==> src/timer_counter_pwm_cfg.svh <==
`ifndef TIMER_COUNTER_PWM_CFG_SVH
`define TIMER_COUNTER_PWM_CFG_SVH

// ==========================================================
// Counter geometry
`define TC_COUNT_W 16
`define TC_COUNT_MAX 16'hffff
`define TC_PRESC_W 10

// ==========================================================
// Interrupt flag positions
`define TC_FLAG_W 3
`define TC_FLAG_OVF 0
`define TC_FLAG_CMP 1
`define TC_FLAG_CAP 2

// ==========================================================
// Clock source codes
`define TC_SRC_CORE 2'h0
`define TC_SRC_PIN_RISE 2'h1
`define TC_SRC_PIN_FALL 2'h2
`define TC_SRC_STOP 2'h3

// ==========================================================
// Prescaler codes and their divide masks
`define TC_PRE_STOP 3'h0
`define TC_PRE_DIV1 3'h1
`define TC_PRE_DIV8 3'h2
`define TC_PRE_DIV64 3'h3
`define TC_PRE_DIV256 3'h4
`define TC_PRE_DIV1024 3'h5
`define TC_MASK_DIV1 10'h000
`define TC_MASK_DIV8 10'h007
`define TC_MASK_DIV64 10'h03f
`define TC_MASK_DIV256 10'h0ff
`define TC_MASK_DIV1024 10'h3ff

// ==========================================================
// Stand-alone preload values and the reset pin enable (used in both bus and stand-alone mode)
`define TC_SA_MODE 2'h2
`define TC_SA_CLK_SEL 2'h0
`define TC_SA_PRESC 3'h1
`define TC_SA_PERIOD 16'h00ff
`define TC_SA_COMPARE 16'h0080
`define TC_RESET_PIN_ENABLE 1'b1

`endif

==> src/timer_counter_pwm_pkg.sv <==
package timer_counter_pwm_pkg;

    typedef enum logic [1:0] {
        MODE_WATCHDOG,
        MODE_CTC,
        MODE_FAST_PWM,
        MODE_PFC_PWM
    } tc_mode_type;

    typedef struct packed {
        logic clk_meta;
        logic clk_sync;
        logic clk_prev;
        logic rst_meta;
        logic rst_sync;
        logic cap_meta;
        logic cap_sync;
        logic cap_prev;
        logic [9:0] presc;
        logic [15:0] count;
        logic down;
        logic [15:0] period_buf;
        logic [15:0] compare_buf;
        logic wave;
        logic [15:0] capture;
        logic [2:0] flags;
        logic irq;
        logic wake;
    } tc_state_type;

endpackage

==> src/timer_counter_pwm.sv <==
`include "timer_counter_pwm_cfg.svh"
`timescale 1ns/1ps
`default_nettype none

module timer_counter_pwm
    import timer_counter_pwm_pkg::*;
(
    input wire logic i_core_clk,
    input wire logic i_reset,
    input wire logic i_bus_mode,
    input wire logic [1:0] i_mode,
    input wire logic [1:0] i_clock_select,
    input wire logic [2:0] i_prescale_select,
    input wire logic [15:0] i_period,
    input wire logic [15:0] i_compare,
    input wire logic i_capture_enable,
    input wire logic [2:0] i_irq_mask,
    input wire logic [2:0] i_irq_clear,
    input wire logic i_watchdog_kick,
    input wire logic i_counter_clock_in,
    input wire logic i_counter_reset_low,
    input wire logic i_capture_trigger_in,
    output logic [15:0] o_count_value,
    output logic [15:0] o_capture_value_reg,
    output logic o_waveform_out,
    output logic o_counter_irq_out,
    output logic o_wake_irq,
    output logic [2:0] o_irq_flags,
    output logic o_count_down
);

    // ==========================================================
    // Prescaler decode
    function automatic logic [9:0] presc_mask(input logic [2:0] sel);
        logic [9:0] m;
        m = `TC_MASK_DIV1;
        unique case (sel)
            `TC_PRE_DIV8: m = `TC_MASK_DIV8;
            `TC_PRE_DIV64: m = `TC_MASK_DIV64;
            `TC_PRE_DIV256: m = `TC_MASK_DIV256;
            `TC_PRE_DIV1024: m = `TC_MASK_DIV1024;
            default: m = `TC_MASK_DIV1;
        endcase
        return m;
    endfunction

    function automatic logic presc_running(input logic [2:0] sel);
        return (sel != `TC_PRE_STOP) && (sel <= `TC_PRE_DIV1024);
    endfunction

    // ==========================================================
    // Edge and mask decode
    function automatic logic rose_edge(input logic cur, input logic last);
        return cur && !last;
    endfunction

    function automatic logic fell_edge(input logic cur, input logic last);
        return !cur && last;
    endfunction

    function automatic logic masked_any(input logic [2:0] bits, input logic [2:0] mask);
        return |(bits & mask);
    endfunction

    // ==========================================================
    // State
    tc_state_type st_ff;
    tc_state_type nxt_st;

    // ==========================================================
    // Effective configuration
    tc_mode_type mode;
    logic [1:0] clk_sel;
    logic [2:0] presc_sel;
    logic [15:0] period_in;
    logic [15:0] compare_in;
    logic pin_reset;
    logic src_tick;
    logic tick;
    logic is_pwm;
    logic [2:0] events;
    logic [2:0] flags_kept;
    logic cap_edge;
    logic cap_allowed;

    always_comb begin
        if (i_bus_mode) begin
            mode = tc_mode_type'(i_mode);
            clk_sel = i_clock_select;
            presc_sel = i_prescale_select;
            period_in = i_period;
            compare_in = i_compare;
        end else begin
            // Stand-alone: values fixed at configuration
            mode = tc_mode_type'(`TC_SA_MODE);
            clk_sel = `TC_SA_CLK_SEL;
            presc_sel = `TC_SA_PRESC;
            period_in = `TC_SA_PERIOD;
            compare_in = `TC_SA_COMPARE;
        end
    end

    always_comb begin
        nxt_st = st_ff;
        events = '0;

        // ==========================================================
        // Pin synchronisers; the first stage is never read, edges compare the second and third stages
        nxt_st.clk_meta = i_counter_clock_in;
        nxt_st.clk_sync = st_ff.clk_meta;
        nxt_st.clk_prev = st_ff.clk_sync;
        nxt_st.rst_meta = i_counter_reset_low;
        nxt_st.rst_sync = st_ff.rst_meta;
        nxt_st.cap_meta = i_capture_trigger_in;
        nxt_st.cap_sync = st_ff.cap_meta;
        nxt_st.cap_prev = st_ff.cap_sync;

        // ==========================================================
        // Reset pin and mode class
        // Sync stages clear to zero, so the pin reset also runs for two cycles after
        // i_reset and loads the period and compare buffers before the first tick
        pin_reset = `TC_RESET_PIN_ENABLE && !st_ff.rst_sync;
        is_pwm = (mode == MODE_FAST_PWM) || (mode == MODE_PFC_PWM);

        // ==========================================================
        // Clock source and prescaler
        unique case (clk_sel)
            `TC_SRC_CORE: src_tick = 1'b1;
            `TC_SRC_PIN_RISE: src_tick = rose_edge(st_ff.clk_sync, st_ff.clk_prev);
            `TC_SRC_PIN_FALL: src_tick = fell_edge(st_ff.clk_sync, st_ff.clk_prev);
            `TC_SRC_STOP: src_tick = 1'b0;
        endcase
        // The prescaler runs free, so the first period after a new division may be short
        tick = 1'b0;
        if (src_tick && presc_running(presc_sel)) begin
            nxt_st.presc = st_ff.presc + 10'h001;
            tick = (st_ff.presc & presc_mask(presc_sel)) == presc_mask(presc_sel);
        end

        // ==========================================================
        // Period and compare buffers
        // Non-PWM modes follow the inputs directly; PWM modes hold buffered copies
        if (!is_pwm) begin
            nxt_st.period_buf = period_in;
            nxt_st.compare_buf = compare_in;
        end
        // Only the dual-slope mode may run downward
        if (mode != MODE_PFC_PWM) begin
            nxt_st.down = 1'b0;
        end

        // ==========================================================
        // Counter and waveform
        if (tick) begin
            unique case (mode)
                MODE_WATCHDOG: begin
                    if (st_ff.count == period_in) begin
                        nxt_st.count = '0;
                        events[`TC_FLAG_OVF] = 1'b1;
                        // Expiry stays on the pin until a kick, so a late kick is never missed
                        nxt_st.wave = 1'b1;
                    end else begin
                        nxt_st.count = st_ff.count + 16'h0001;
                    end
                end
                MODE_CTC: begin
                    if (st_ff.count == compare_in) begin
                        nxt_st.count = '0;
                        events[`TC_FLAG_CMP] = 1'b1;
                        nxt_st.wave = !st_ff.wave;
                    end else begin
                        nxt_st.count = st_ff.count + 16'h0001;
                    end
                    // Overflow is seen only when the count reaches the top of the range: compare at the top, or set below the count
                    if (st_ff.count == `TC_COUNT_MAX) begin
                        events[`TC_FLAG_OVF] = 1'b1;
                    end
                end
                MODE_FAST_PWM: begin
                    if (st_ff.count >= st_ff.period_buf) begin
                        nxt_st.count = '0;
                        events[`TC_FLAG_OVF] = 1'b1;
                        // Reload only at wrap so a new period never cuts a cycle short
                        nxt_st.period_buf = period_in;
                        nxt_st.compare_buf = compare_in;
                    end else begin
                        nxt_st.count = st_ff.count + 16'h0001;
                    end
                end
                MODE_PFC_PWM: begin
                    if (!st_ff.down) begin
                        if (st_ff.count >= st_ff.period_buf) begin
                            nxt_st.down = 1'b1;
                            nxt_st.count = st_ff.count - 16'h0001;
                        end else begin
                            nxt_st.count = st_ff.count + 16'h0001;
                        end
                    end else if (st_ff.count == 16'h0000) begin
                        // Bottom of the slope: reload keeps both halves symmetric
                        nxt_st.down = 1'b0;
                        events[`TC_FLAG_OVF] = 1'b1;
                        nxt_st.period_buf = period_in;
                        nxt_st.compare_buf = compare_in;
                        nxt_st.count = 16'h0001;
                    end else begin
                        nxt_st.count = st_ff.count - 16'h0001;
                    end
                end
            endcase
            if (is_pwm) begin
                if (nxt_st.count == nxt_st.compare_buf) begin
                    events[`TC_FLAG_CMP] = 1'b1;
                end
                // Registered compare keeps the pin free of decode glitches
                nxt_st.wave = nxt_st.count < nxt_st.compare_buf;
            end else if (mode == MODE_WATCHDOG && st_ff.count == compare_in) begin
                events[`TC_FLAG_CMP] = 1'b1;
            end
        end

        // ==========================================================
        // Watchdog service
        // Software kick restarts the watchdog and drops its expiry output
        if (mode == MODE_WATCHDOG && i_watchdog_kick) begin
            nxt_st.count = '0;
            nxt_st.wave = 1'b0;
        end

        // ==========================================================
        // Input capture
        cap_edge = rose_edge(st_ff.cap_sync, st_ff.cap_prev);
        // In PWM modes the count is not a time base, so capture is refused
        cap_allowed = i_bus_mode && i_capture_enable && !is_pwm;
        if (cap_allowed && cap_edge) begin
            nxt_st.capture = st_ff.count;
            events[`TC_FLAG_CAP] = 1'b1;
        end

        // ==========================================================
        // Pin reset
        // Direct reset pin clears the counting state in either mode
        if (pin_reset) begin
            nxt_st.presc = '0;
            nxt_st.count = '0;
            nxt_st.down = 1'b0;
            nxt_st.wave = 1'b0;
            nxt_st.period_buf = period_in;
            nxt_st.compare_buf = compare_in;
            // A capture that meets the pin reset is dropped together with its flag
            nxt_st.capture = st_ff.capture;
            events = '0;
        end

        // ==========================================================
        // Flags and interrupt outputs; a new event beats a clear in the same cycle
        flags_kept = st_ff.flags & ~i_irq_clear;
        nxt_st.flags = flags_kept | events;
        if (i_bus_mode) begin
            nxt_st.irq = masked_any(nxt_st.flags, i_irq_mask);
            // The standby controller needs an edge, so wake is a one-cycle pulse
            nxt_st.wake = masked_any(events, i_irq_mask);
        end else begin
            nxt_st.irq = nxt_st.flags[`TC_FLAG_OVF];
            nxt_st.wake = events[`TC_FLAG_OVF];
        end
    end

    // ==========================================================
    // State register
    always_ff @(posedge i_core_clk) begin
        if (i_reset) begin
            st_ff <= '0;
        end else begin
            st_ff <= nxt_st;
        end
    end

    // ==========================================================
    // Status ports
    assign o_count_value = st_ff.count;
    assign o_capture_value_reg = st_ff.capture;
    assign o_waveform_out = st_ff.wave;
    assign o_counter_irq_out = st_ff.irq;
    assign o_wake_irq = st_ff.wake;
    assign o_irq_flags = st_ff.flags;
    assign o_count_down = st_ff.down;

endmodule

`default_nettype wire

==> config.mk <==
export PLATFORM = sky130hd
export DESIGN_NAME = timer_counter_pwm
export DESIGN_NICKNAME = d
export VERILOG_FILES = /design/src/timer_counter_pwm_pkg.sv /design/src/timer_counter_pwm.sv
export VERILOG_INCLUDE_DIRS = /design/src
export SDC_FILE = /design/constraint.sdc
export NUM_CORES = 1
export LEC_CHECK = 0
export BUFFER_PORTS_ARGS = -buffer_cell sky130_fd_sc_hd__buf_2
export CAP_MARGIN = 5
export CORE_UTILIZATION = 23
export CTS_CLUSTER_SIZE = 25
export DETAILED_ROUTE_END_ITERATION = 6
export PLACE_DENSITY_LB_ADDON = 0.25
export SLEW_MARGIN = 20
export SYNTH_ARGS = -nofsm -noshare
export SYNTH_HDL_FRONTEND = slang
export SYNTH_SLANG_ARGS = --single-unit
==> constraint.sdc <==
create_clock -name i_core_clk -period 5.3 [get_ports i_core_clk]
set_input_delay 0.265 -clock i_core_clk [delete_from_list [all_inputs] [get_ports i_core_clk]]
set_output_delay 0.265 -clock i_core_clk [all_outputs]
set_load 0.1 [all_outputs]
Word level (Yosys, flattened, before mapping)
Index checks and enable logic that the tools add are counted.
{ "totals": {"reg_bits": 89, "in_bits": 53, "output_inout_bits": 39, "wordCells": 125} }
{ "op_classes": {"addsub": 3, "magnitude_cmp": 3, "eq_ne": 18, "mux": 49, "n_bitwise": 7, "reduce_logical": 27} }
{ "ops": {"columns": ["operator", "n"], "rows": [
  ["16-bit two-way mux", 9],
  ["32-bit two-way mux", 4],
  ["16-bit case mux with 4 select lines", 1],
  ["32-bit case mux with 2 select lines", 1],
  ["49-bit two-way mux", 1],
  ["16-bit == test", 3],
  ["10-bit case mux with 4 select lines", 1],
  ["34-bit two-way mux", 1],
  ["33-bit two-way mux", 1],
  ["1-bit two-way mux", 19],
  ["17-bit two-way mux", 1],
  ["16-bit by 1-bit adder with 16-bit output (second input constant)", 1],
  ["16-bit == test (second input constant)", 1],
  ["16-bit greater-or-equal comparator", 1],
  ["16-bit zero test", 1],
  ["16-bit less-than comparator", 1],
  ["16-bit by 1-bit subtractor with 16-bit output (second input constant)", 1],
  ["10-bit by 1-bit adder with 10-bit output (second input constant)", 1],
  ["10-bit AND", 1],
  ["10-bit == test", 1],
  ["1-bit logical AND", 10],
  ["10-bit two-way mux", 1],
  ["3-bit AND", 3],
  ["3-bit OR reduction", 3],
  ["21 further kinds", 39]
]} }

Longest topological paths before layout
Gate-level depths: netlist of the first run.
{ "depth": {"word_depth": 18, "mapped_depth": 20, "ltp_nobuf": 17} }

Worst setup path before layout of the first run
Ideal clock, no wire load.
{ "synth_path": {"path_type": "reg-to-reg", "start": "register st_ff (netlist bit o_count_value[0])", "end": "register st_ff (netlist bit o_waveform_out)", "setup_ps": 86, "t_arrival_ps": 3883, "t_required_ps": 5214, "path_slack_ps": 1331, "stages_incl_launch_ff": 21, "n_path_buf": 3, "cell_sequence": "dfxtp_1 buf_4 inv_1 ha_1 nand2b_1 a2111o_1 a311oi_2 a21o_1 buf_2 buf_2 a21oi_1 a21oi_1 inv_1 ha_1 nor2b_1 o21a_1 o21a_1 o211ai_1 a21o_1 a31oi_1 a211oi_1"} }
{ "synth_between": {"elab_chain_cells": 7, "word_cells_on_any_way": 24, "cone_classes": "add/sub: 2; order compare: 2; eq/ne: 4; mux: 14; reduce/logical: 2"} }
{ "synth_lines": {"columns": ["item", "line", "text"], "rows": [
  ["from (decl)", "timer_counter_pwm.sv:67", "tc_state_type st_ff;"],
  ["from (signal assigned)", "timer_counter_pwm.sv:274", "st_ff <= nxt_st;"],
  ["16-bit by 1-bit adder with 16-bit output (tied with other cells)", null, null],
  ["16-bit two-way mux (tied with other cells)", "timer_counter_pwm.sv:192", "if (st_ff.count >= st_ff.period_buf) begin"],
  ["17-bit two-way mux or 32-bit two-way mux (tied branches)", "timer_counter_pwm.sv:191", "if (!st_ff.down) begin"],
  ["16-bit case mux with 4 select lines or 32-bit case mux with 2 select lines (tied branches)", "timer_counter_pwm.sv:155", "unique case (mode)"],
  ["16-bit two-way mux or 32-bit two-way mux (tied branches)", "timer_counter_pwm.sv:154", "if (tick) begin"],
  ["16-bit less-than comparator", "timer_counter_pwm.sv:215", "nxt_st.wave = nxt_st.count < nxt_st.compare_buf;"],
  ["1-bit two-way mux", "timer_counter_pwm.sv:210", "if (is_pwm) begin"]
]} }
Several ways; a longest one is shown, not always the timed one. The select of a mux whose other input is x is not followed.
A chain may end at the register's enable or synchronous reset.

Worst setup path in the final report of the first run
{ "layout_path": {"start": "register st_ff (netlist bit o_count_value[1])", "end": "register st_ff (netlist bit o_counter_irq_out)"} }
{ "layout_between": {"elab_chain_cells": 14, "word_cells_on_any_way": 39, "cone_classes": "add/sub: 2; order compare: 1; eq/ne: 4; mux: 27; bitwise: 2; reduce/logical: 3"} }
{ "layout_lines": {"columns": ["item", "line", "text"], "rows": [
  ["16-bit by 1-bit adder with 16-bit output (tied with other cells)", null, null],
  ["16-bit two-way mux (tied with other cells)", "timer_counter_pwm.sv:192", null],
  ["17-bit two-way mux or 32-bit two-way mux (tied branches)", "timer_counter_pwm.sv:191", null],
  ["16-bit case mux with 4 select lines or 32-bit case mux with 2 select lines (tied branches)", "timer_counter_pwm.sv:155", null],
  ["16-bit two-way mux or 32-bit two-way mux (tied branches)", "timer_counter_pwm.sv:154", null],
  ["16-bit == test", "timer_counter_pwm.sv:211", "if (nxt_st.count == nxt_st.compare_buf) begin"],
  ["1-bit two-way mux", "timer_counter_pwm.sv:211", null],
  ["1-bit two-way mux", "timer_counter_pwm.sv:210", null],
  ["2-bit two-way mux (*)", "timer_counter_pwm.sv:154", null],
  ["3-bit two-way mux (*)", "timer_counter_pwm.sv:242", "if (pin_reset) begin"],
  ["3-bit OR (*)", "timer_counter_pwm.sv:257", "nxt_st.flags = flags_kept | events;"],
  ["3-bit AND", "timer_counter_pwm.sv:62", "return |(bits & mask);"],
  ["3-bit OR reduction", "timer_counter_pwm.sv:62", null],
  ["2-bit two-way mux (*)", "timer_counter_pwm.sv:258", "if (i_bus_mode) begin"]
]} }
Mark *: on every way between the ends. The rest lies on a longest branch, timed or not. The select of a mux whose other input is x is not followed.

==> results of run 1 <==
## kinds of logic (layout without fill, tap and decap cells)
| logic type | count (synthesis) | in the layout |
|---|---|---|
| compound gates | 275 | 275 |
| other cells | 0 | 1 |
| fa+ha+maj | 35 | 35 |
| flops | 89 | 89 |
| buf+inv | 127 | 168 |
| simple gates | 316 | 316 |
| mux | 6 | 6 |
| xor+xnor | 26 | 26 |
## cell type report
| class | count | area share, % |
|---|---|---|
| diodes | 1 | 0.0326 |
| inverters | 30 | 1.47 |
| clock buffers | 9 | 2.93 |
| repair buffers | 122 | 8.96 |
| multi-input cells | 658 | 56.2 |
| well taps | 384 | 6.26 |
| flip-flops and latches | 89 | 23.2 |
| clock inverters | 7 | 0.929 |
## worst max-delay path by stage
stage	from	to	cells after the start	slack (ns)
global route	o_count_value[1]	o_counter_irq_out	20	0.18
CTS	o_count_value[1]	o_counter_irq_out	20	0.57
floorplan	o_count_value[0]	o_waveform_out	20	1.33
global placement	o_count_value[1]	o_counter_irq_out	18	0.55
finish	o_count_value[1]	o_counter_irq_out	20	0.50
detailed placement	o_count_value[1]	o_counter_irq_out	20	0.62
## routing by layer
layer | track usage [%] | vias up
li1 | - | 3286
met1 | 23.5 | 3353
met2 | 28.2 | 280
met3 | 4.41 | 40
met4 | 5.38 | 0
met5 | 0 | -
## power groups by stage
stage	clock network (mW)	logic, mW	registers (mW)
after floorplan	0	0.160	0.708
after global placement	0	0.260	0.710
after detailed placement	0	0.260	0.710
after CTS	0.664	0.260	0.695
after global routing	0.688	0.286	0.697
final	0.646	0.263	0.695
## cells in the final DEF (no fill, tap or decap), types with 19 or more instances in the layout
cell / count
dfxtp_1: 89
o21ai_0: 32
buf_2: 91
nand2_1: 87
buf_4: 31
inv_1: 28
nand4_1: 23
a211oi_1: 19
nand3_1: 38
nor2_1: 59
a22oi_1: 22
ha_1: 35
a21oi_1: 71
## metrics by stage
step	hold WS (ns)	total power [mW]
after floorplan	0.391	0.868
after global placement	0.417	0.970
after detailed placement	0.436	0.970
after CTS	0.104	1.62
after global routing	0.105	1.67
final	0.115	1.60
==> results.md, run 1 <==
- DIE AREA: 0.0301 sq mm
- Vias post-DR: 6959
- Clk slew on worst S/H paths: 0.07 ns
- Proportion of synthesized area in mux cells: 0.924%
- Final Hold Fails: 0
- Clk_skew: 0.0138 ns
- Yosys warning count: 0
- Fraction of layout cells with a size suffix above 1: 18.1%
- Worst relative slew slack: 42.2%
- Initial antenna violation count: 1
- GRT Total Usage: 17.7%
- Clk pwr share: between 40% and 50%
- H-Tree Depth: 3
- Final Cell Area: 0.00768 sq mm
- RSZ-0062 raised after global routing: no
- Final GP Congestion: roughly 0.9
- Clock sinks: 89
- Slew @ Worst Pin: 0.866 ns
- Grt ovf: 0
- Layout Cells excl Fill: between 1000 and 1500
- Top cell by count, worst path: buf_4
- DP Worst Slack: 0.616 ns
- Worst r2r src: o_count_value[1]
- Cell with the most instances after synthesis: dfxtp_1
- R2R Path End: o_counter_irq_out
- R2R cell count: 20
- CP Cell Sequence: buf_4 > inv_1 > ha_1 > nor4b_1 > nand4_1 > o21ai_1 > a21o_1 > nand2_1 > buf_4 > a21oi_1 > buf_4 > a22oi_1 > ha_1 > nand4_1 > nor4b_1 > and4_1 > nor2_1 > o21ai_0 > a31oi_1 > o22ai_1
- Area growth syn-to-layout: 13.5%
- IO Port Bufs: between 90 and 100
- DR WL met3: 1980 microns
- Synth Area per Inst: 7.74 sq um
- Crit path max-delay cell type: nor4b_1
- Placed Instance Area: 0.00738 sq mm
- Status: finished, final reports clean
- Post-Syn Area: 0.00677 sq mm
- Most common library cells after synthesis: 89 x dfxtp_1, 87 x nand2_1, 71 x a21oi_1
- Final min period: around 4.8 ns
- Async SR Flop Fraction: 0%
- Die width: 174 microns
- Compound-Gate Fraction of Synth Area: 28.6%
- P_leak: 2.95 nW
- Post-synthesis register bit count: 89
- Ports: 92
- Worst-Skew Late Latency: 0.36 ns
- CTS Buf Count: 9
- Number of distinct library cells after synthesis: 80
- Top delay family on crit path: simple AND/OR/NAND/NOR gates
- HPWL after DPL: 20400 microns
- Hold bufs inserted after CTS: 0
- CP Launch Type: flip-flop
- Required time worst endpoint: 5.57 ns
- Vias in the first global route: 6520
- Fmax: 0.208 GHz
- R2R setup slack: 0.50 ns
- Post-CTS Setup Inserts: 0
- Hold Path Class: primary input to flip-flop
- Simple-gate share of the synthesized area: 24.4%
- Setup Crit Path Kind: flip-flop to flip-flop
- Wire length of the first global-routing pass: around 40000 microns
- Register area share after synthesis: around a quarter
- Area leader, netlist: dfxtp_1
- Die height: 174 microns
- Crit end category: flip-flop
- Initial DRC count: 599
- Share of the synthesized area in the top cell type: between 20% and 30%
- Nets: 998
- Switching power: 0.496 mW
- Crit-path max cell delay: 0.55 ns
- Data arrival, critical path: 5.07 ns
- Worst hold stages: 2
- Root buf cell: clkbuf_16
- Register area: 0.00178 sq mm
- Max reg flops: 45
- CTS tree: yes
- Worst Path Max Fanout: 18
- WL met2: between 10000 and 15000 microns
- Initial Util: 23.5%
- WL met1: between 10000 and 15000 microns
- Max Cap Viol: 0
- DRC viols: 0
- Post-Syn Instances: between 800 and 900
- CTS Buffer Depth: 2
- Final wirelength: 27100 microns
- Ys flop type: dfxtp_1
- Adder-cell share of the synthesized area: 6.47%
- Sw frac: 30.9%
- Period utilization: 90.5%
- Placed Instances: 1283
- Multi-input gate area: between 0.004 and 0.005 sq mm
- Post-DR vias/cell: around 5.4
- Peak supply drop: 0.113 mV
- Setup TNS: 0 ns
- Pwr Density: 209 mW/mm^2
- Syn nets: approximately 960
- Core Area: 0.0289 sq mm
- Fillers: 3260
- Cell-internal power: 1.11 mW
- Fin util: approximately a quarter
- Main combinational cell family by area after synthesis: compound AO/OA/AOI/OAI gates
- Final setup fails: 0
- Critical path buffer and inverter count: 4
- Max-slew violation count: 0
- Fin worst setup slack: roughly 0.50 ns
- XOR/XNOR share of the synthesized area: approximately 3.4%
- Seq pwr share: around 43%
- Highest routed layer: met4
- Post_cts resized: 0
- Wire length per cell: between 20 and 25 microns
- Row count: just over 60
- Number of flops mapped to enable cells by yosys: 0
- Hold Crit Start: i_capture_trigger_in
- Drt pass-1 iters: 5
- Final ANT Viol Nets: 0
- Largest net degree at the start of global routing: 49
- Synth area leaders: dfxtp_1 26%, ha_1 6.5%, a21oi_1 5.2%
- Min-Delay Endpoint: nxt_st[82]
- Logic pwr share: 16.4%
No activity file was read; power rests on OpenSTA's default activity.
==> run 2, diff against run 1 <==
==> constraint.sdc (replaced) <==
create_clock -name i_core_clk -period 4.15 [get_ports i_core_clk]
set_input_delay 0.2075 -clock i_core_clk [delete_from_list [all_inputs] [get_ports i_core_clk]]
set_output_delay 0.2075 -clock i_core_clk [all_outputs]
set_load 0.1 [all_outputs]
==> results.md, run 2 (synthesis gave the netlist of run 1 again) <==
- Status: finished, final reports clean
- Sw frac: around 30%
- CP Cell Sequence: buf_6 > ha_1 > a2111o_1 > a311oi_4 > a21o_1 > nand2_2 > buf_12 > nor3b_1 > a21oi_1 > ha_1 > nor2b_1 > o21a_1 > o21a_1 > o211ai_1 > a21o_1 > a31oi_1 > a211oi_1
- Required time worst endpoint: 4.42 ns
- Worst relative slew slack: between 20 and 30%
- Largest net degree at the start of global routing: 40
- GRT Total Usage: a little under a fifth
- Initial Util: a little under a quarter
- Slew @ Worst Pin: 1.11 ns
- Layout Cells excl Fill: 1385
- Worst Path Max Fanout: 15
- H-Tree Depth: 3
- Hold bufs inserted after CTS: 0
- Max-slew violation count: 0
- Top delay family on crit path: compound AO/OA/AOI/OAI gates
- Fin worst setup slack: approximately 0.18 ns
- Placed Instances: 1357
- WHS: around 0.055 ns
- Seq pwr share: 41.9%
- Crit end category: flip-flop
- Final Hold Fails: 0
- Hold Crit Start: i_counter_clock_in
- Vias in the first global route: 6883
- Critical path buffer and inverter count: 2
- Grt ovf: 0
- Row count: 62
- Min-Delay Endpoint: nxt_st[87]
- Root buf cell: clkbuf_16
- P_leak: 3.38 nW
- Fraction of layout cells with a size suffix above 1: 26.8%
- CTS Buffer Depth: 2
- Wire length per cell: between 20 and 25 microns
- Hold Path Class: primary input to flip-flop
- Die height: roughly 170 microns
- Final wirelength: 29100 microns
- Die width: between 150 and 200 microns
- Core Area: 0.0289 sq mm
- Period utilization: 95.6%
- Initial DRC count: slightly above 600
- R2R Path End: o_waveform_out
- Worst r2r src: o_count_value[1]
- Clk_skew: between 0.01 and 0.015 ns
- Switching power: approximately 0.64 mW
- Final GP Congestion: 0.931
- Worst hold stages: 2
- DRC viols: 0
- IO Port Bufs: just over 90
- Setup TNS: 0 ns
- Final ANT Viol Nets: 0
- CTS Buf Count: 9
- Max reg flops: between 40 and 50
- Clk pwr share: 39.1%
- Fmax: 0.252 GHz
- Final min period: 3.97 ns
- Nets: 1084
- Clock sinks: 89
- Setup Crit Path Kind: flip-flop to flip-flop
- Commonest non-fill, non-tap cell in the layout: buf_4
- Total power: between 2 and 2.5 mW
- Cell-internal power: 1.48 mW
- Pwr Density: ~250 mW/mm^2
- Post-DR vias/cell: 5.30
- Most frequent cells in the layout: 110 x buf_4, 91 x buf_2, 88 x dfxtp_1
- Vias post-DR: 7340
- Wire length of the first global-routing pass: 43700 microns
- Crit path max-delay cell type: a2111o_1
- Crit-path max cell delay: 0.46 ns
- Cell count along the critical path: 17
- Max Cap Viol: 0
- Data arrival, critical path: 4.23 ns
- Initial antenna violation count: 1
- Placed Instance Area: 0.00796 sq mm
- DIE AREA: 0.0301 sq mm
- DP Worst Slack: 0.0341 ns
- Final Cell Area: 0.00847 sq mm
- Logic pwr share: 19.0%
- Drt pass-1 iters: 5
- R2R cell count: 17
- Peak supply drop: approximately 0.19 mV
- Ports: 92
- Final setup fails: 0
- Worst-Skew Late Latency: 0.36 ns
- Area growth syn-to-layout: 25.1%
- CP Launch Type: flip-flop
- Fin util: 29.3%
- Clk slew on worst S/H paths: 0.07 ns
- HPWL after DPL: ~22000 microns
- Antenna cells: 0
- CTS tree: yes
- R2R setup slack: approximately 0.18 ns
[run 2: changes by cell type in the layout (fill, tap and decap cells not counted), moves of 2 or more]
cell	delta
buf_4	+79
clkinvlp_4	+4
buf_12	+3
buf_6	+3
clkinv_4	-3
a221oi_1	-2
a221oi_2	+2
a22oi_1	-2
a22oi_2	+2
clkbuf_8	+2
[run 2: layout make-up]
type / instances / area [sq um]
clock inverter: 5 / 38.8
clock buffer: 11 / 253
multi-input combinational: 659 / 4420
timing repair buffer: 207 / 1380
inverter: 30 / 115
fill: 3195 / 20400
tap: 384 / 480
sequential: 89 / 1780
[run 2: repair_timing]
action                                 in CTS  in global routing
resized for setup                           1                 29
pin swaps                                   0                 17
buffers inserted                            0                 10
cloned                                      0                  2
setup endpoints to repair                   2                  4
endpoints found under the hold margin       0                  0
[run 2: worst max-delay path by stage]
stage	slack, ns	end	from
6_report	0.18	o_waveform_out	o_count_value[1]
5_1_grt	-0.04	o_counter_irq_out	o_count_value[0]
4_1_cts	0.07	o_counter_irq_out	st_ff[51]
3_5_place_dp	0.03	o_counter_irq_out	st_ff[51]
3_3_place_gp	0.05	o_counter_irq_out	st_ff[51]
2_1_floorplan	0.18	o_waveform_out	o_count_value[0]
[run 2: power by group through the flow]
| stage | sequential (mW) | clock [mW] | combinational [mW] |
|---|---|---|---|
| global route | 0.891 | 0.886 | 0.433 |
| detailed placement | 0.907 | 0 | 0.372 |
| CTS | 0.888 | 0.846 | 0.374 |
| finish | 0.889 | 0.828 | 0.402 |
| global placement | 0.908 | 0 | 0.371 |
| floorplan | 0.904 | 0 | 0.204 |
[run 2: layer usage]
metal / routed length [microns] / share of wire, % / track usage [%]
met5: 0 / 0 / 0
met4: 755 / 2.6 / 6.01
met3: 2110 / 7.2 / 3.82
met2: 13100 / 45 / 30.4
met1: 13100 / 45 / 25.9
